### src/core/ssp_consts.vh
`ifndef SSP_CONSTS_VH
`define SSP_CONSTS_VH
`define SSP_FRAME_BITS      5'h10
`define SSP_CTRL_BITS       5'h08
`define SSP_BYTE_LAST       3'h7
`define SSP_BIT_CNT_W       5
`define SSP_ADDR_W          7
`define SSP_DATA_W          8
`define SSP_CFG_REG_ADDR    7'h34
`define SSP_THREE_WIRE_BIT  2
`define SSP_FIFO_REG_ADDR   7'h3F
`define SSP_DIR_READ        1'b1
`define SSP_PROTO_SPI       1'b0
`define SSP_PIN_CNT         4
`define SSP_PIN_RST_VAL     4'h3
`define SSP_PIN_PS          0
`define SSP_PIN_CS          1
`define SSP_PIN_SCK         2
`define SSP_PIN_SDI         3
`endif

### src/core/ssp_spi_slave.v
`timescale 1ns/100ps
`default_nettype none
`include "ssp_consts.vh"
module ssp_spi_slave #(
  parameter ADDR_W = `SSP_ADDR_W,
  parameter DATA_W = `SSP_DATA_W
) (
  core_clk,
  rst_n,
  protocol_select_pin,
  chip_select_n,
  shared_clock_pin,
  shared_data_pin_in,
  shared_data_pin_out,
  shared_data_pin_oe,
  sdo_out,
  sdo_oe,
  reg_wr_en,
  reg_rd_en,
  reg_addr,
  reg_wdata,
  reg_rdata,
  three_wire_enable
);
  input  wire              core_clk;
  input  wire              rst_n;
  input  wire              protocol_select_pin;
  input  wire              chip_select_n;
  input  wire              shared_clock_pin;
  input  wire              shared_data_pin_in;
  output reg               shared_data_pin_out;
  output reg               shared_data_pin_oe;
  output reg               sdo_out;
  output reg               sdo_oe;
  output reg               reg_wr_en;
  output reg               reg_rd_en;
  output reg  [ADDR_W-1:0] reg_addr;
  output reg  [DATA_W-1:0] reg_wdata;
  input  wire [DATA_W-1:0] reg_rdata;
  output reg               three_wire_enable;

  localparam ST_IDLE = 2'h0;
  localparam ST_CTRL = 2'h1;
  localparam ST_WR   = 2'h2;
  localparam ST_RD   = 2'h3;

  // Pins gathered into one bus for the sampler loop
  wire [`SSP_PIN_CNT-1:0] pin_raw;
  wire [`SSP_PIN_CNT-1:0] pin_s;
  wire                    ps_s;
  wire                    cs_n_s;
  wire                    sck_s;
  wire                    sdi_s;

  assign pin_raw = {shared_data_pin_in, shared_clock_pin, chip_select_n, protocol_select_pin};
  assign ps_s    = pin_s[`SSP_PIN_PS];
  assign cs_n_s  = pin_s[`SSP_PIN_CS];
  assign sck_s   = pin_s[`SSP_PIN_SCK];
  assign sdi_s   = pin_s[`SSP_PIN_SDI];

  // Deselected and non-SPI levels until the pins are seen
  localparam [`SSP_PIN_CNT-1:0] PIN_RST = `SSP_PIN_RST_VAL;

  genvar gi;
  generate
    for (gi = 0; gi < `SSP_PIN_CNT; gi = gi + 1) begin : g_sync
      ssp_sync #(
        .RESET_VAL (PIN_RST[gi])
      ) u_sync (
        .core_clk  (core_clk),
        .rst_n     (rst_n),
        .pin_in    (pin_raw[gi]),
        .level_out (pin_s[gi])
      );
    end
  endgenerate

  // Frame engine registers
  reg [1:0]                state_r;
  reg                      sck_d_r;
  reg                      cs_d_r;
  reg                      cpol_r;
  reg [`SSP_BIT_CNT_W-1:0] bit_cnt_r;
  reg [DATA_W-1:0]         shift_r;
  reg [DATA_W-1:0]         tx_r;
  reg                      no_inc_r;
  reg                      rd_pend_r;
  reg                      rd_wait_r;

  // Next values
  reg [1:0]                state_nxt;
  reg                      sck_d_nxt;
  reg                      cs_d_nxt;
  reg                      cpol_nxt;
  reg [`SSP_BIT_CNT_W-1:0] bit_cnt_nxt;
  reg [DATA_W-1:0]         shift_nxt;
  reg [DATA_W-1:0]         tx_nxt;
  reg                      no_inc_nxt;
  reg                      rd_pend_nxt;
  reg                      rd_wait_nxt;
  reg                      sd_out_nxt;
  reg                      sd_oe_nxt;
  reg                      sdo_out_nxt;
  reg                      sdo_oe_nxt;
  reg                      wr_en_nxt;
  reg                      rd_en_nxt;
  reg [ADDR_W-1:0]         addr_nxt;
  reg [DATA_W-1:0]         wdata_nxt;
  reg                      three_nxt;

  // Edge and frame events
  wire spi_sel   = (ps_s == `SSP_PROTO_SPI);
  wire active    = spi_sel && !cs_n_s;
  wire cs_fall   = cs_d_r && !cs_n_s;
  wire sck_rise  = !sck_d_r && sck_s;
  wire sck_fall  = sck_d_r && !sck_s;
  // Mode 00 idles low, mode 11 idles high; either way sample on rise
  wire sample_ev = sck_rise;
  wire [DATA_W-1:0] shift_in = {shift_r[DATA_W-2:0], sdi_s};
  wire ctrl_end  = (bit_cnt_r == `SSP_CTRL_BITS - 1'b1);
  wire byte_end  = (bit_cnt_r[2:0] == `SSP_BYTE_LAST);

  // Next-state logic of the frame engine
  always @* begin
    state_nxt   = state_r;
    sck_d_nxt   = sck_s;
    cs_d_nxt    = cs_n_s;
    cpol_nxt    = cpol_r;
    bit_cnt_nxt = bit_cnt_r;
    shift_nxt   = shift_r;
    tx_nxt      = tx_r;
    no_inc_nxt  = no_inc_r;
    rd_pend_nxt = 1'b0;
    rd_wait_nxt = rd_pend_r;
    sd_out_nxt  = shared_data_pin_out;
    sd_oe_nxt   = shared_data_pin_oe;
    sdo_out_nxt = sdo_out;
    sdo_oe_nxt  = sdo_oe;
    wr_en_nxt   = 1'b0;
    rd_en_nxt   = 1'b0;
    addr_nxt    = reg_addr;
    wdata_nxt   = reg_wdata;
    three_nxt   = three_wire_enable;

    // Read data is valid the cycle after the strobe cycle
    if (rd_wait_r) begin
      tx_nxt = reg_rdata;
    end

    if (!active) begin
      state_nxt   = ST_IDLE;
      bit_cnt_nxt = {`SSP_BIT_CNT_W{1'b0}};
      sdo_oe_nxt  = 1'b0;
      sd_oe_nxt   = 1'b0;
    end else if (cs_fall) begin
      cpol_nxt    = sck_s;
      state_nxt   = ST_CTRL;
      bit_cnt_nxt = {`SSP_BIT_CNT_W{1'b0}};
    end else begin
      if (sample_ev && state_r != ST_IDLE) begin
        shift_nxt   = shift_in;
        bit_cnt_nxt = bit_cnt_r + 1'b1;
        case (state_r)
          ST_CTRL: begin
            if (ctrl_end) begin
              addr_nxt    = shift_in[ADDR_W-1:0];
              no_inc_nxt  = (shift_in[ADDR_W-1:0] == `SSP_FIFO_REG_ADDR);
              bit_cnt_nxt = {`SSP_BIT_CNT_W{1'b0}};
              if (shift_in[DATA_W-1] == `SSP_DIR_READ) begin
                state_nxt   = ST_RD;
                rd_en_nxt   = 1'b1;
                rd_pend_nxt = 1'b1;
              end else begin
                state_nxt = ST_WR;
              end
            end
          end
          ST_WR: begin
            if (byte_end) begin
              wdata_nxt = shift_in;
              wr_en_nxt = 1'b1;
              state_nxt = ST_IDLE;
              if (reg_addr == `SSP_CFG_REG_ADDR) begin
                three_nxt = shift_in[`SSP_THREE_WIRE_BIT];
              end
            end
          end
          ST_RD: begin
            if (byte_end) begin
              bit_cnt_nxt = {`SSP_BIT_CNT_W{1'b0}};
              if (!no_inc_r) begin
                addr_nxt = reg_addr + 1'b1;
              end
              rd_en_nxt   = 1'b1;
              rd_pend_nxt = 1'b1;
            end
          end
          default: begin
            state_nxt = ST_IDLE;
          end
        endcase
      end

      // Read data launched on falling edges, MSB first
      if (state_r == ST_RD && sck_fall) begin
        sdo_out_nxt = tx_r[DATA_W-1];
        sd_out_nxt  = tx_r[DATA_W-1];
        tx_nxt      = {tx_r[DATA_W-2:0], 1'b0};
        if (three_wire_enable) begin
          sd_oe_nxt  = 1'b1;
          sdo_oe_nxt = 1'b0;
        end else begin
          sdo_oe_nxt = 1'b1;
          sd_oe_nxt  = 1'b0;
        end
      end

      // Outputs stay released outside read data
      if (state_r != ST_RD) begin
        sdo_oe_nxt = 1'b0;
        sd_oe_nxt  = 1'b0;
      end
    end
  end

  // Pin edge trackers and mode capture
  always @(posedge core_clk or negedge rst_n) begin
    if (!rst_n) begin
      sck_d_r <= 1'b0;
      cs_d_r  <= 1'b1;
      cpol_r  <= 1'b0;
    end else begin
      sck_d_r <= sck_d_nxt;
      cs_d_r  <= cs_d_nxt;
      cpol_r  <= cpol_nxt;
    end
  end

  // Frame engine state
  always @(posedge core_clk or negedge rst_n) begin
    if (!rst_n) begin
      state_r   <= ST_IDLE;
      bit_cnt_r <= {`SSP_BIT_CNT_W{1'b0}};
      shift_r   <= {DATA_W{1'b0}};
      tx_r      <= {DATA_W{1'b0}};
      no_inc_r  <= 1'b0;
      rd_pend_r <= 1'b0;
      rd_wait_r <= 1'b0;
    end else begin
      state_r   <= state_nxt;
      bit_cnt_r <= bit_cnt_nxt;
      shift_r   <= shift_nxt;
      tx_r      <= tx_nxt;
      no_inc_r  <= no_inc_nxt;
      rd_pend_r <= rd_pend_nxt;
      rd_wait_r <= rd_wait_nxt;
    end
  end

  // Serial data outputs
  always @(posedge core_clk or negedge rst_n) begin
    if (!rst_n) begin
      shared_data_pin_out <= 1'b0;
      shared_data_pin_oe  <= 1'b0;
      sdo_out             <= 1'b0;
      sdo_oe              <= 1'b0;
    end else begin
      shared_data_pin_out <= sd_out_nxt;
      shared_data_pin_oe  <= sd_oe_nxt;
      sdo_out             <= sdo_out_nxt;
      sdo_oe              <= sdo_oe_nxt;
    end
  end

  // Register access side
  always @(posedge core_clk or negedge rst_n) begin
    if (!rst_n) begin
      reg_wr_en         <= 1'b0;
      reg_rd_en         <= 1'b0;
      reg_addr          <= {ADDR_W{1'b0}};
      reg_wdata         <= {DATA_W{1'b0}};
      three_wire_enable <= 1'b0;
    end else begin
      reg_wr_en         <= wr_en_nxt;
      reg_rd_en         <= rd_en_nxt;
      reg_addr          <= addr_nxt;
      reg_wdata         <= wdata_nxt;
      three_wire_enable <= three_nxt;
    end
  end

endmodule // ssp_spi_slave
`default_nettype wire

### src/core/ssp_sync.v
`timescale 1ns/100ps
`default_nettype none
// Three-stage sampler; a change is accepted once stages two and three agree
module ssp_sync #(
  parameter RESET_VAL = 1'b0
) (
  core_clk,
  rst_n,
  pin_in,
  level_out
);
  input  wire core_clk;
  input  wire rst_n;
  input  wire pin_in;
  output reg  level_out;

  reg s1_r;
  reg s2_r;
  reg s3_r;

  always @(posedge core_clk or negedge rst_n) begin
    if (!rst_n) begin
      s1_r      <= RESET_VAL;
      s2_r      <= RESET_VAL;
      s3_r      <= RESET_VAL;
      level_out <= RESET_VAL;
    end else begin
      s1_r <= pin_in;
      s2_r <= s1_r;
      s3_r <= s2_r;
      if (s2_r == s3_r) begin
        level_out <= s3_r;
      end
    end
  end
endmodule // ssp_sync
`default_nettype wire

### config.mk
export PLATFORM = sky130hd
export DESIGN_NAME = ssp_spi_slave
export DESIGN_NICKNAME = d
export VERILOG_FILES = /design/src/core/ssp_spi_slave.v /design/src/core/ssp_sync.v
export VERILOG_INCLUDE_DIRS = /design/src /design/src/core
export SDC_FILE = /design/constraint.sdc
export NUM_CORES = 1
export LEC_CHECK = 0
export ABC_AREA = 1
export BUFFER_PORTS_ARGS = -buffer_cell sky130_fd_sc_hd__buf_4
export CORE_MARGIN = 2
export CORE_UTILIZATION = 30
export CTS_CLUSTER_DIAMETER = 120
export DETAILED_ROUTE_END_ITERATION = 7
export PLACE_DENSITY = 0.43
export SLEW_MARGIN = 20
export SYNTH_ARGS = -nofsm -noshare
export SYNTH_HDL_FRONTEND = slang
export SYNTH_SLANG_ARGS = --single-unit
### constraint.sdc
create_clock -name core_clk -period 1.6 [get_ports core_clk]
set_input_delay 0.08 -clock core_clk [delete_from_list [all_inputs] [get_ports core_clk]]
set_output_delay 0.08 -clock core_clk [all_outputs]
set_load 0.1 [all_outputs]
# ---- Yosys cells after proc, flatten, opt, wreduce, memory -nomap -nowiden
# Cells that the tools add are included.
dict set report word_totals {
  wordCells 118
  out_inout_bits 22
  ff_bits 63
  input_bits 14
}
dict set report classes {
  n_reduce_logical 19
  add_sub_neg 2
  bitwise 2
  mux 42
  n_eq_ne 21
}
# cell n
set ops {}
lappend ops {{two-way mux 8 bit} 4}
lappend ops {{two-way mux 5 bit} 5}
lappend ops {{two-way mux 1 bit} 21}
lappend ops {{two-way mux 7 bit} 3}
lappend ops {{== test 7 x 6 -> 1 bit (second input constant)} 2}
lappend ops {{one-hot mux 7 bit (2 select lines)} 1}
lappend ops {{two-way mux 2 bit} 5}
lappend ops {{!= test 2 bit (second input constant)} 5}
lappend ops {{one-hot mux 5 bit (2 select lines)} 1}
lappend ops {{AND reduction 5 bit} 2}
lappend ops {{!= test 4 bit (second input constant)} 2}
lappend ops {{adder 7 x 1 -> 7 bit (second input constant)} 1}
lappend ops {{AND reduction 7 bit} 1}
lappend ops {{logical AND 1 bit} 6}
lappend ops {{!= test 3 x 1 -> 1 bit (second input constant)} 2}
lappend ops {{one-hot mux 2 bit (3 select lines)} 1}
lappend ops {{AND reduction 3 bit} 2}
lappend ops {{AND reduction 6 bit} 1}
lappend ops {{adder 5 x 1 -> 5 bit (second input constant)} 1}
lappend ops {{== test 5 x 3 -> 1 bit (second input constant)} 1}
lappend ops {{== test 1 bit} 4}
lappend ops {{== test 2 bit (second input constant)} 2}
lappend ops {{AND reduction 4 bit} 1}
lappend ops {{nonzero test 2 bit} 2}
lappend ops {{other kinds (7)} 10}

# ---- Longest topological paths before layout
# Gate-level depths: netlist of run 1.
dict set report logic_depth {
  ltp_word 7
  ltp_mapped 9
}

# ---- By module
# A second synthesis of run 1 with hierarchy kept.
dict set report unflattened {
  cells_unflattened 325
  hier_area_um2 2930.3
}
# module cells_each n_inst area_each_um2 seq_area_each_um2
set by_module_without_submodules {}
lappend by_module_without_submodules {ssp_spi_slave 293 1 2454.9 1177.4}
lappend by_module_without_submodules {{ssp_sync (g_sync[0].u_sync ...)} 8 2 121.4 105.1}
lappend by_module_without_submodules {{ssp_sync (g_sync[2].u_sync ...)} 8 2 116.4 100.1}

# ---- Least setup slack after synthesis of run 1
# Ideal clock, no wire load.
dict set report synth_timing {
  path_type {register -> register}
  start {register reg_addr[1]}
  end {register reg_addr[6]}
  period_less_slack_ns 1.907
  arrival_time_ns 1.787
  stages_incl_launch_ff 9
  setup_ns 0.120
  n_path_buf 0
  setup_slack_ns -0.307
  path_cell_list {dfrtp_1 > ha_1 > inv_1 > nor2_1 > nand3_1 > nand3_1 > nand2_1 > nand2_1 > nand2_1}
}
dict set report synth_between {
  elab_chain_len 4
}
# item line
set synth_rtl {}
lappend synth_rtl {{from (decl)} ssp_spi_slave.v:37} ;# output reg [ADDR_W-1:0] reg_addr;
lappend synth_rtl {{from (signal assigned)} ssp_spi_slave.v:280} ;# reg_addr <= {ADDR_W{1'b0}};
lappend synth_rtl {{from (signal assigned)} ssp_spi_slave.v:286} ;# reg_addr <= addr_nxt;
lappend synth_rtl {{adder 7 x 1 -> 7 bit} ssp_spi_slave.v:192} ;# addr_nxt = reg_addr + 1'b1;
lappend synth_rtl {{two-way mux 7 bit} ssp_spi_slave.v:191} ;# if (!no_inc_r) begin
lappend synth_rtl {{two-way mux 7 bit} ssp_spi_slave.v:189} ;# if (byte_end) begin
lappend synth_rtl {{one-hot mux 7 bit (2 select lines)} ssp_spi_slave.v:163} ;# case (state_r)
# No other way between the ends. The select of a mux whose other input is x is not followed.
# A chain may end at the register's enable or synchronous reset.

# ---- Final worst setup path of run 1
dict set report layout_timing {
  start {register bit_cnt_r[0]}
  end {register reg_wdata[4]}
}
dict set report layout_between {
  elab_chain_len 2
}
# item line
set layout_rtl {}
lappend layout_rtl {{from (decl)} ssp_spi_slave.v:83} ;# reg [`SSP_BIT_CNT_W-1:0] bit_cnt_r;
lappend layout_rtl {{from (signal assigned)} ssp_spi_slave.v:243} ;# bit_cnt_r <= {`SSP_BIT_CNT_W{1'b0}};
lappend layout_rtl {{from (signal assigned)} ssp_spi_slave.v:251} ;# bit_cnt_r <= bit_cnt_nxt;
lappend layout_rtl {{== test 3 bit (no source line)} -}
lappend layout_rtl {{AND reduction 5 bit (no source line)} -}
lappend layout_rtl {{to (signal assigned)} ssp_spi_slave.v:281} ;# reg_wdata <= {DATA_W{1'b0}};
lappend layout_rtl {{to (signal assigned)} ssp_spi_slave.v:287} ;# reg_wdata <= wdata_nxt;
lappend layout_rtl {{to (decl)} ssp_spi_slave.v:38} ;# output reg [DATA_W-1:0] reg_wdata;
# No other way between the ends.

==> impl_metrics.tcl, run 1 <==
set metrics [dict create \
    run_status "complete, no violations" \
    yosysSeqAreaShare_pct 57.1 \
    r2r_end "reg_wdata[4]" \
    synth_fp_nets 326 \
    reg2reg_depth 7 \
    firstDrtPassIters 4 \
    ant_nets 0 \
    post-synth-top-area-fraction_pct 48.6 \
    synth.most_common_cell "nand2_1" \
    clockBufferDepth 2 \
    die_x_um 100 \
    cp.required_ns 1.82 \
    coreArea_um2 9110 \
    hp-start "reg_rdata[1]" \
    grt.total_usage_pct 12.7 \
    grt_pass1_wl_um 9850 \
    grt_antenna_before_repair 0 \
    final.period_utilization_pct 92.7 \
    rsz0062_at_grt "true" \
    ff2ff_setup_slack_ns 0.12 \
    netlist_top_cells_count "nand2_1 (92), dfrtp_1 (54), inv_1 (32)" \
    synth.distinct_cells 31 \
    wire_per_inst_um 12.3 \
    grt_util_met3_pct 3.34 \
    drt_iter0_drc 65 \
    diodes 0 \
    async_reset_ff_share_pct 100 \
    hpwl_um 4060 \
    syn_inst 308 \
    rows 35 \
    dieArea_um2 10100 \
    vias 2071 \
    synth_flop_cell "dfrtp_1" \
    clk_pin_slew_ns 0.07 \
    fmax_mhz 674 \
    hold-path-endpoint "tx_r[1]" \
    leakage_nw 1.73 \
    cts_root_buffer "clkbuf_8" \
    path_class "reg -> reg" \
    cp-start-kind "flop" \
    max_slew_margin_pct 72.6 \
    cp_max_fo 16 \
    synthesis.area_um2 2780 \
    drive_gt1_share_pct 25.3 \
    busiest_layer "met1" \
    hold_viol 0 \
    grtUsageMet1_pct 18.3 \
    hp-class "in -> reg" \
    gp_routability_congestion 0.833 \
    grt_pass1_vias 2030 \
    final_util_pct 38.6 \
    syn_to_final_growth_pct 26.5 \
    timing.max_cap.violations 0 \
    die_height_um 100 \
    dp_slack_ns 0.0999 \
    via_per_inst 4.36 \
    tritoncts "built" \
    grt.met2_usage_pct 18.2 \
    setup_ws_ns 0.117 \
    min_period_ns 1.48 \
    syn_area_per_cell_um2 9.03 \
    tightest_slew_ns 0.411 \
    p_per_area_nw_per_um2 941 \
    io_pins 36 \
    ys_ff_latch 63 \
    peakVddDrop_uv 587 \
    cp.arrival_ns 1.70 \
    setup_viol 0 \
    portBuffers 35 \
    grt_max_degree 39 \
    timing.rr.start "bit_cnt_r[0]" \
    finalMaxSlewViolations 0 \
    drc_errors 0 \
    ctsHtreeMaxLevel 3 \
    whs_path_depth 5 \
    clk_latency_ns 0.33 \
    cp-end-kind "flop" \
    report.power.total_mw 3.31 \
    yosys-top-cells-area "dfrtp_1 (49%), nand2_1 (12%), dfstp_2 (8.5%), o21ai_0 (5.0%), nand3_1 (4.5%)" \
    finClkSkew_ns 0.0114 \
    cts_buffers 9 \
    initial_core_util_pct 30.5 \
    wirelength_um 5850 \
    synth-edff-count 0 \
    nNetsFinal 377 \
    yosys.area.top_type "dfrtp_1" \
    synth_warnings 0 \
    cts.sinks 63 \
    overflow 0 \
]
==> logic make-up (layout without fill, tap and decap cells) <==
| logic type | count (synthesis) | count (layout) | synth area share (%) |
|---|---|---|---|
| and+or+nand+nor | 142 | 142 | 22.9 |
| AOI/OAI and AO/OA | 47 | 47 | 8.77 |
| adders and majority gates | 8 | 8 | 3.24 |
| buffers and inverters | 44 | 100 | 6.70 |
| DFF | 63 | 63 | 57.1 |
| xor gates and xnor gates | 3 | 3 | 0.944 |
| muxes | 1 | 1 | 0.360 |
==> through the flow <==
step | setup TNS [ns] | area, um^2 | instances | hold WS, ns
floorplan | 0 | 2790 | 308 | -0.216
finish | 0 | 3520 | 475 | 0.0659
global route | -0.0426 | 3520 | 475 | 0.0740
global placement | 0 | 3210 | 452 | 0.0213
detailed placement | 0 | 3210 | 452 | 0.0332
CTS | 0 | 3490 | 474 | 0.0449
==> registers in the layout, summed over array words and instances (netlist names), 2 cells and up <==
signal and count:
shift_r 7, tx_r 8, reg_addr 7, reg_wdata 8, state_r 2, bit_cnt_r 5
g_sync.u_sync.level_out 4, g_sync.u_sync.s3_r 4, g_sync.u_sync.s1_r 4, g_sync.u_sync.s2_r 4
==> cell type report <==
cell class	instances	area [um^2]
clock buffer	12	166
timing repair buffer	48	400
inverter	36	135
tap	111	139
clock inverter	4	51.3
sequential	63	1600
fill	967	5590
multi-input combinational	201	1030
==> per-layer routing <==
layer	up-vias	wire length, um	share of wire, %
met5	-	0	0
li1	1090	-	-
met2	33	2460	42
met3	2	192	3.3
met4	0	54	0.92
met1	946	3150	54
==> how the worst max path moves through the flow <==
stage	from	to	slack, ns	cells after the start
after floorplan	reg_addr[1]	reg_addr[6]	0.01	8
after global placement	g_sync[1].u_sync.level_out	shared_data_pin_oe	0.10	7
after detailed placement	g_sync[2].u_sync.level_out	reg_wdata[4]	0.1	8
after CTS	g_sync[2].u_sync.level_out	reg_wdata[4]	0.08	8
after global routing	bit_cnt_r[0]	reg_wdata[7]	-0.02	7
final	bit_cnt_r[0]	reg_wdata[4]	0.12	7
==> what timing repair did <==
item	4_1_cts	5_1_grt
gates resized for setup	0	7
setup endpoints to repair	0	22
hold endpoints to repair	30	0
buffers inserted	0	1
hold buffers	6	0
==> critical path: stages, from the launching register on <==
cell,delay (ns)
dfrtp_1,0.36
ha_2,0.18
ha_2,0.17
inv_1,0.07
nor3_2,0.24
nand2_4,0.18
nand2_1,0.10
o21ai_1,0.06
==> cell usage in the layout (no fill, tap or decap), types with 2 or more instances in the layout <==
cell type	netlist	layout
buf_4	1	40
o21bai_1	2	2
nor2_2	1	3
dfrtp_1	54	48
ha_2	0	2
o21ai_1	12	12
ha_1	4	2
buf_12	0	2
clkbuf_8	0	10
dfrtp_2	0	6
o21ai_0	28	28
nand3_1	25	24
nor2_1	9	7
nand3_2	1	2
nand2_4	2	3
inv_1	32	32
a21oi_1	3	2
nor3_1	2	2
inv_2	4	4
dlygate4sd3_1	0	6
xnor2_1	2	2
nand4_1	4	4
nand2_1	92	92
dfstp_2	9	9
nand2_2	3	2
maj3_1	4	4
==> power breakdown <==
part | switching, mW | internal [mW] | leakage [nW] | total, mW
clock network | 0.621 | 0.858 | 0.108 | 1.48
registers | 0.0279 | 1.64 | 0.781 | 1.67
logic | 0.0977 | 0.0640 | 0.839 | 0.162
No activity file was read; power rests on OpenSTA's default activity.
==> run 2: changes to the inputs <==
--- a/config.mk
+++ b/config.mk
@@ -12,6 +12,7 @@
 export CORE_UTILIZATION = 30
 export CTS_CLUSTER_DIAMETER = 120
 export DETAILED_ROUTE_END_ITERATION = 7
+export MAX_ROUTING_LAYER = met4
 export PLACE_DENSITY = 0.43
 export SLEW_MARGIN = 20
 export SYNTH_ARGS = -nofsm -noshare
==> run 2 against run 1 <==
Cell count is the same; design area is the same; power barely moved; hold slack barely moved; via count hardly changed; combinational power is essentially flat; clock power barely moved; first-iteration DRC count fell by 3.1%; largest power group unchanged.
==> impl_metrics.tcl, run 2 (synthesis results as in run 1) <==
set metrics [dict create \
    run_status "complete, no violations" \
    clk_pin_slew_ns 0.07 \
    p_per_area_nw_per_um2 941 \
    min_period_ns 1.48 \
    hold-path-endpoint "tx_r[1]" \
    seqPwrFrac_pct 50.4 \
    drt_iter0_drc 63 \
    rows 35 \
    dr.max_layer_used "met4" \
    dr_wl_met3_um 195 \
    cts_root_buffer "clkbuf_8" \
    cts.sinks 63 \
    dieArea_um2 10100 \
    portBuffers 35 \
    tritoncts "built" \
    hp-start "reg_rdata[1]" \
    final.period_utilization_pct 92.6 \
    diodes 0 \
    r2r_end "reg_wdata[4]" \
    max_slew_margin_pct 72.6 \
    finalSetupTns_ns 0 \
    path_class "reg -> reg" \
    firstDrtPassIters 4 \
    cp.required_ns 1.82 \
    drive_gt1_share_pct 25.3 \
    die_height_um 100 \
    internal_power_mw 2.56 \
    fin_hold_ws_ns 0.0656 \
    initial_core_util_pct 30.5 \
    ctsHtreeMaxLevel 3 \
    hp-class "in -> reg" \
    gp_routability_congestion 0.846 \
    grt_pass1_vias 2027 \
    power_frac_comb_pct 4.9 \
    cp-end-kind "flop" \
    tightest_slew_ns 0.411 \
    p_clk_share_pct 44.7 \
    ant_nets 0 \
    ff2ff_setup_slack_ns 0.12 \
    cp-start-kind "flop" \
    die_x_um 100 \
    cts_buffers 9 \
    grt.total_usage_pct 13.1 \
    largest_registers "reg_wdata x8, tx_r x8" \
    syn_to_final_growth_pct 26.5 \
    wire_per_inst_um 12.3 \
    cp_max_fo 16 \
    fmax_mhz 675 \
    timing.rr.start "bit_cnt_r[0]" \
    finalMaxSlewViolations 0 \
    hold_viol 0 \
    mostFrequentLayoutCells "nand2_1 (92), dfrtp_1 (48), buf_4 (40)" \
    drc_errors 0 \
    setup_viol 0 \
    cp.arrival_ns 1.70 \
    wirelength_um 5850 \
    final_common_cell "nand2_1" \
    finClkSkew_ns 0.0114 \
    report.power.total_mw 3.31 \
    leakage_nw 1.73 \
    clk_latency_ns 0.33 \
    whs_path_depth 5 \
    hpwl_um 4060 \
    power.switching_mw 0.748 \
    clockBufferDepth 2 \
    via_per_inst 4.36 \
    vias 2072 \
    io_pins 36 \
    rsz0062_at_grt "true" \
    overflow 0 \
    grt_max_degree 39 \
    peakVddDrop_uv 587 \
    reg2reg_depth 7 \
    swShare_pct 22.6 \
    timing.max_cap.violations 0 \
    grt_pass1_wl_um 9860 \
    wl_met1_um 3140 \
    nNetsFinal 377 \
    coreArea_um2 9110 \
    met2_length_um 2460 \
    grt_antenna_before_repair 0 \
]
[run 2: cell counts in the layout (fill, tap and decap cells not counted)]
Identical to the previous run, type by type.
[run 2: worst max path at each step]
| stage | from | end | slack (ns) | cells past startpoint |
|---|---|---|---|---|
| finish | bit_cnt_r[0] | reg_wdata[4] | 0.12 | 7 |
| global placement | g_sync[1].u_sync.level_out | shared_data_pin_oe | 0.10 | 7 |
| floorplan | reg_addr[1] | reg_addr[6] | 0.01 | 8 |
| detailed placement | g_sync[2].u_sync.level_out | reg_wdata[4] | 0.1 | 8 |
| global route | bit_cnt_r[0] | reg_wdata[7] | -0.02 | 7 |
| CTS | g_sync[2].u_sync.level_out | reg_wdata[4] | 0.08 | 8 |
[run 2: metrics by stage]
| step | area (um^2) | setup slack [ns] | utilization, % | cells |
|---|---|---|---|---|
| finish | 3520 | 0.119 | 38.6 | 475 |
| global route | 3520 | -0.0162 | 38.6 | 475 |
| CTS | 3490 | 0.0844 | 38.3 | 474 |
| detailed placement | 3210 | 0.0999 | 35.2 | 452 |
| global placement | 3210 | 0.102 | 35.2 | 452 |
| floorplan | 2790 | 0.0137 | - | 308 |
[run 2: what timing repair did]
item / CTS / global route
hold endpoints to repair: 30 / 0
endpoints found under the setup margin: 0 / 22
setup buffers: 0 / 1
hold buffers: 6 / 0
gates resized for setup: 0 / 7
[run 2: worst max-delay path: stages (launching register included)]
cell and delay [ns]:
dfrtp_1 0.36, ha_2 0.18, ha_2 0.17, inv_1 0.07, nor3_2 0.24, nand2_4 0.18, nand2_1 0.10, o21ai_1 0.06
[run 2: area by class of cell]
type / count / area [um^2]
fillers: 967 / 5590
flip-flops and latches: 63 / 1600
multi-input cells: 201 / 1030
repair buffers: 48 / 400
clock buffers: 12 / 166
well taps: 111 / 139
inverters: 36 / 135
clock inverters: 4 / 51.3
[run 2: layer usage]
metal	up-vias	track usage, %
met1	947	18.3
met5	-	-
met2	35	18.2
li1	1088	-
met4	0	4.74
met3	2	3.34
[run 2: power by group through the flow]
stage / logic, mW / clock network [mW] / registers [mW]
after floorplan: 0.0654 / 0 / 1.70
after global placement: 0.149 / 0 / 1.70
after detailed placement: 0.151 / 0 / 1.70
after CTS: 0.162 / 1.54 / 1.67
after global routing: 0.185 / 1.61 / 1.68
final: 0.162 / 1.48 / 1.67
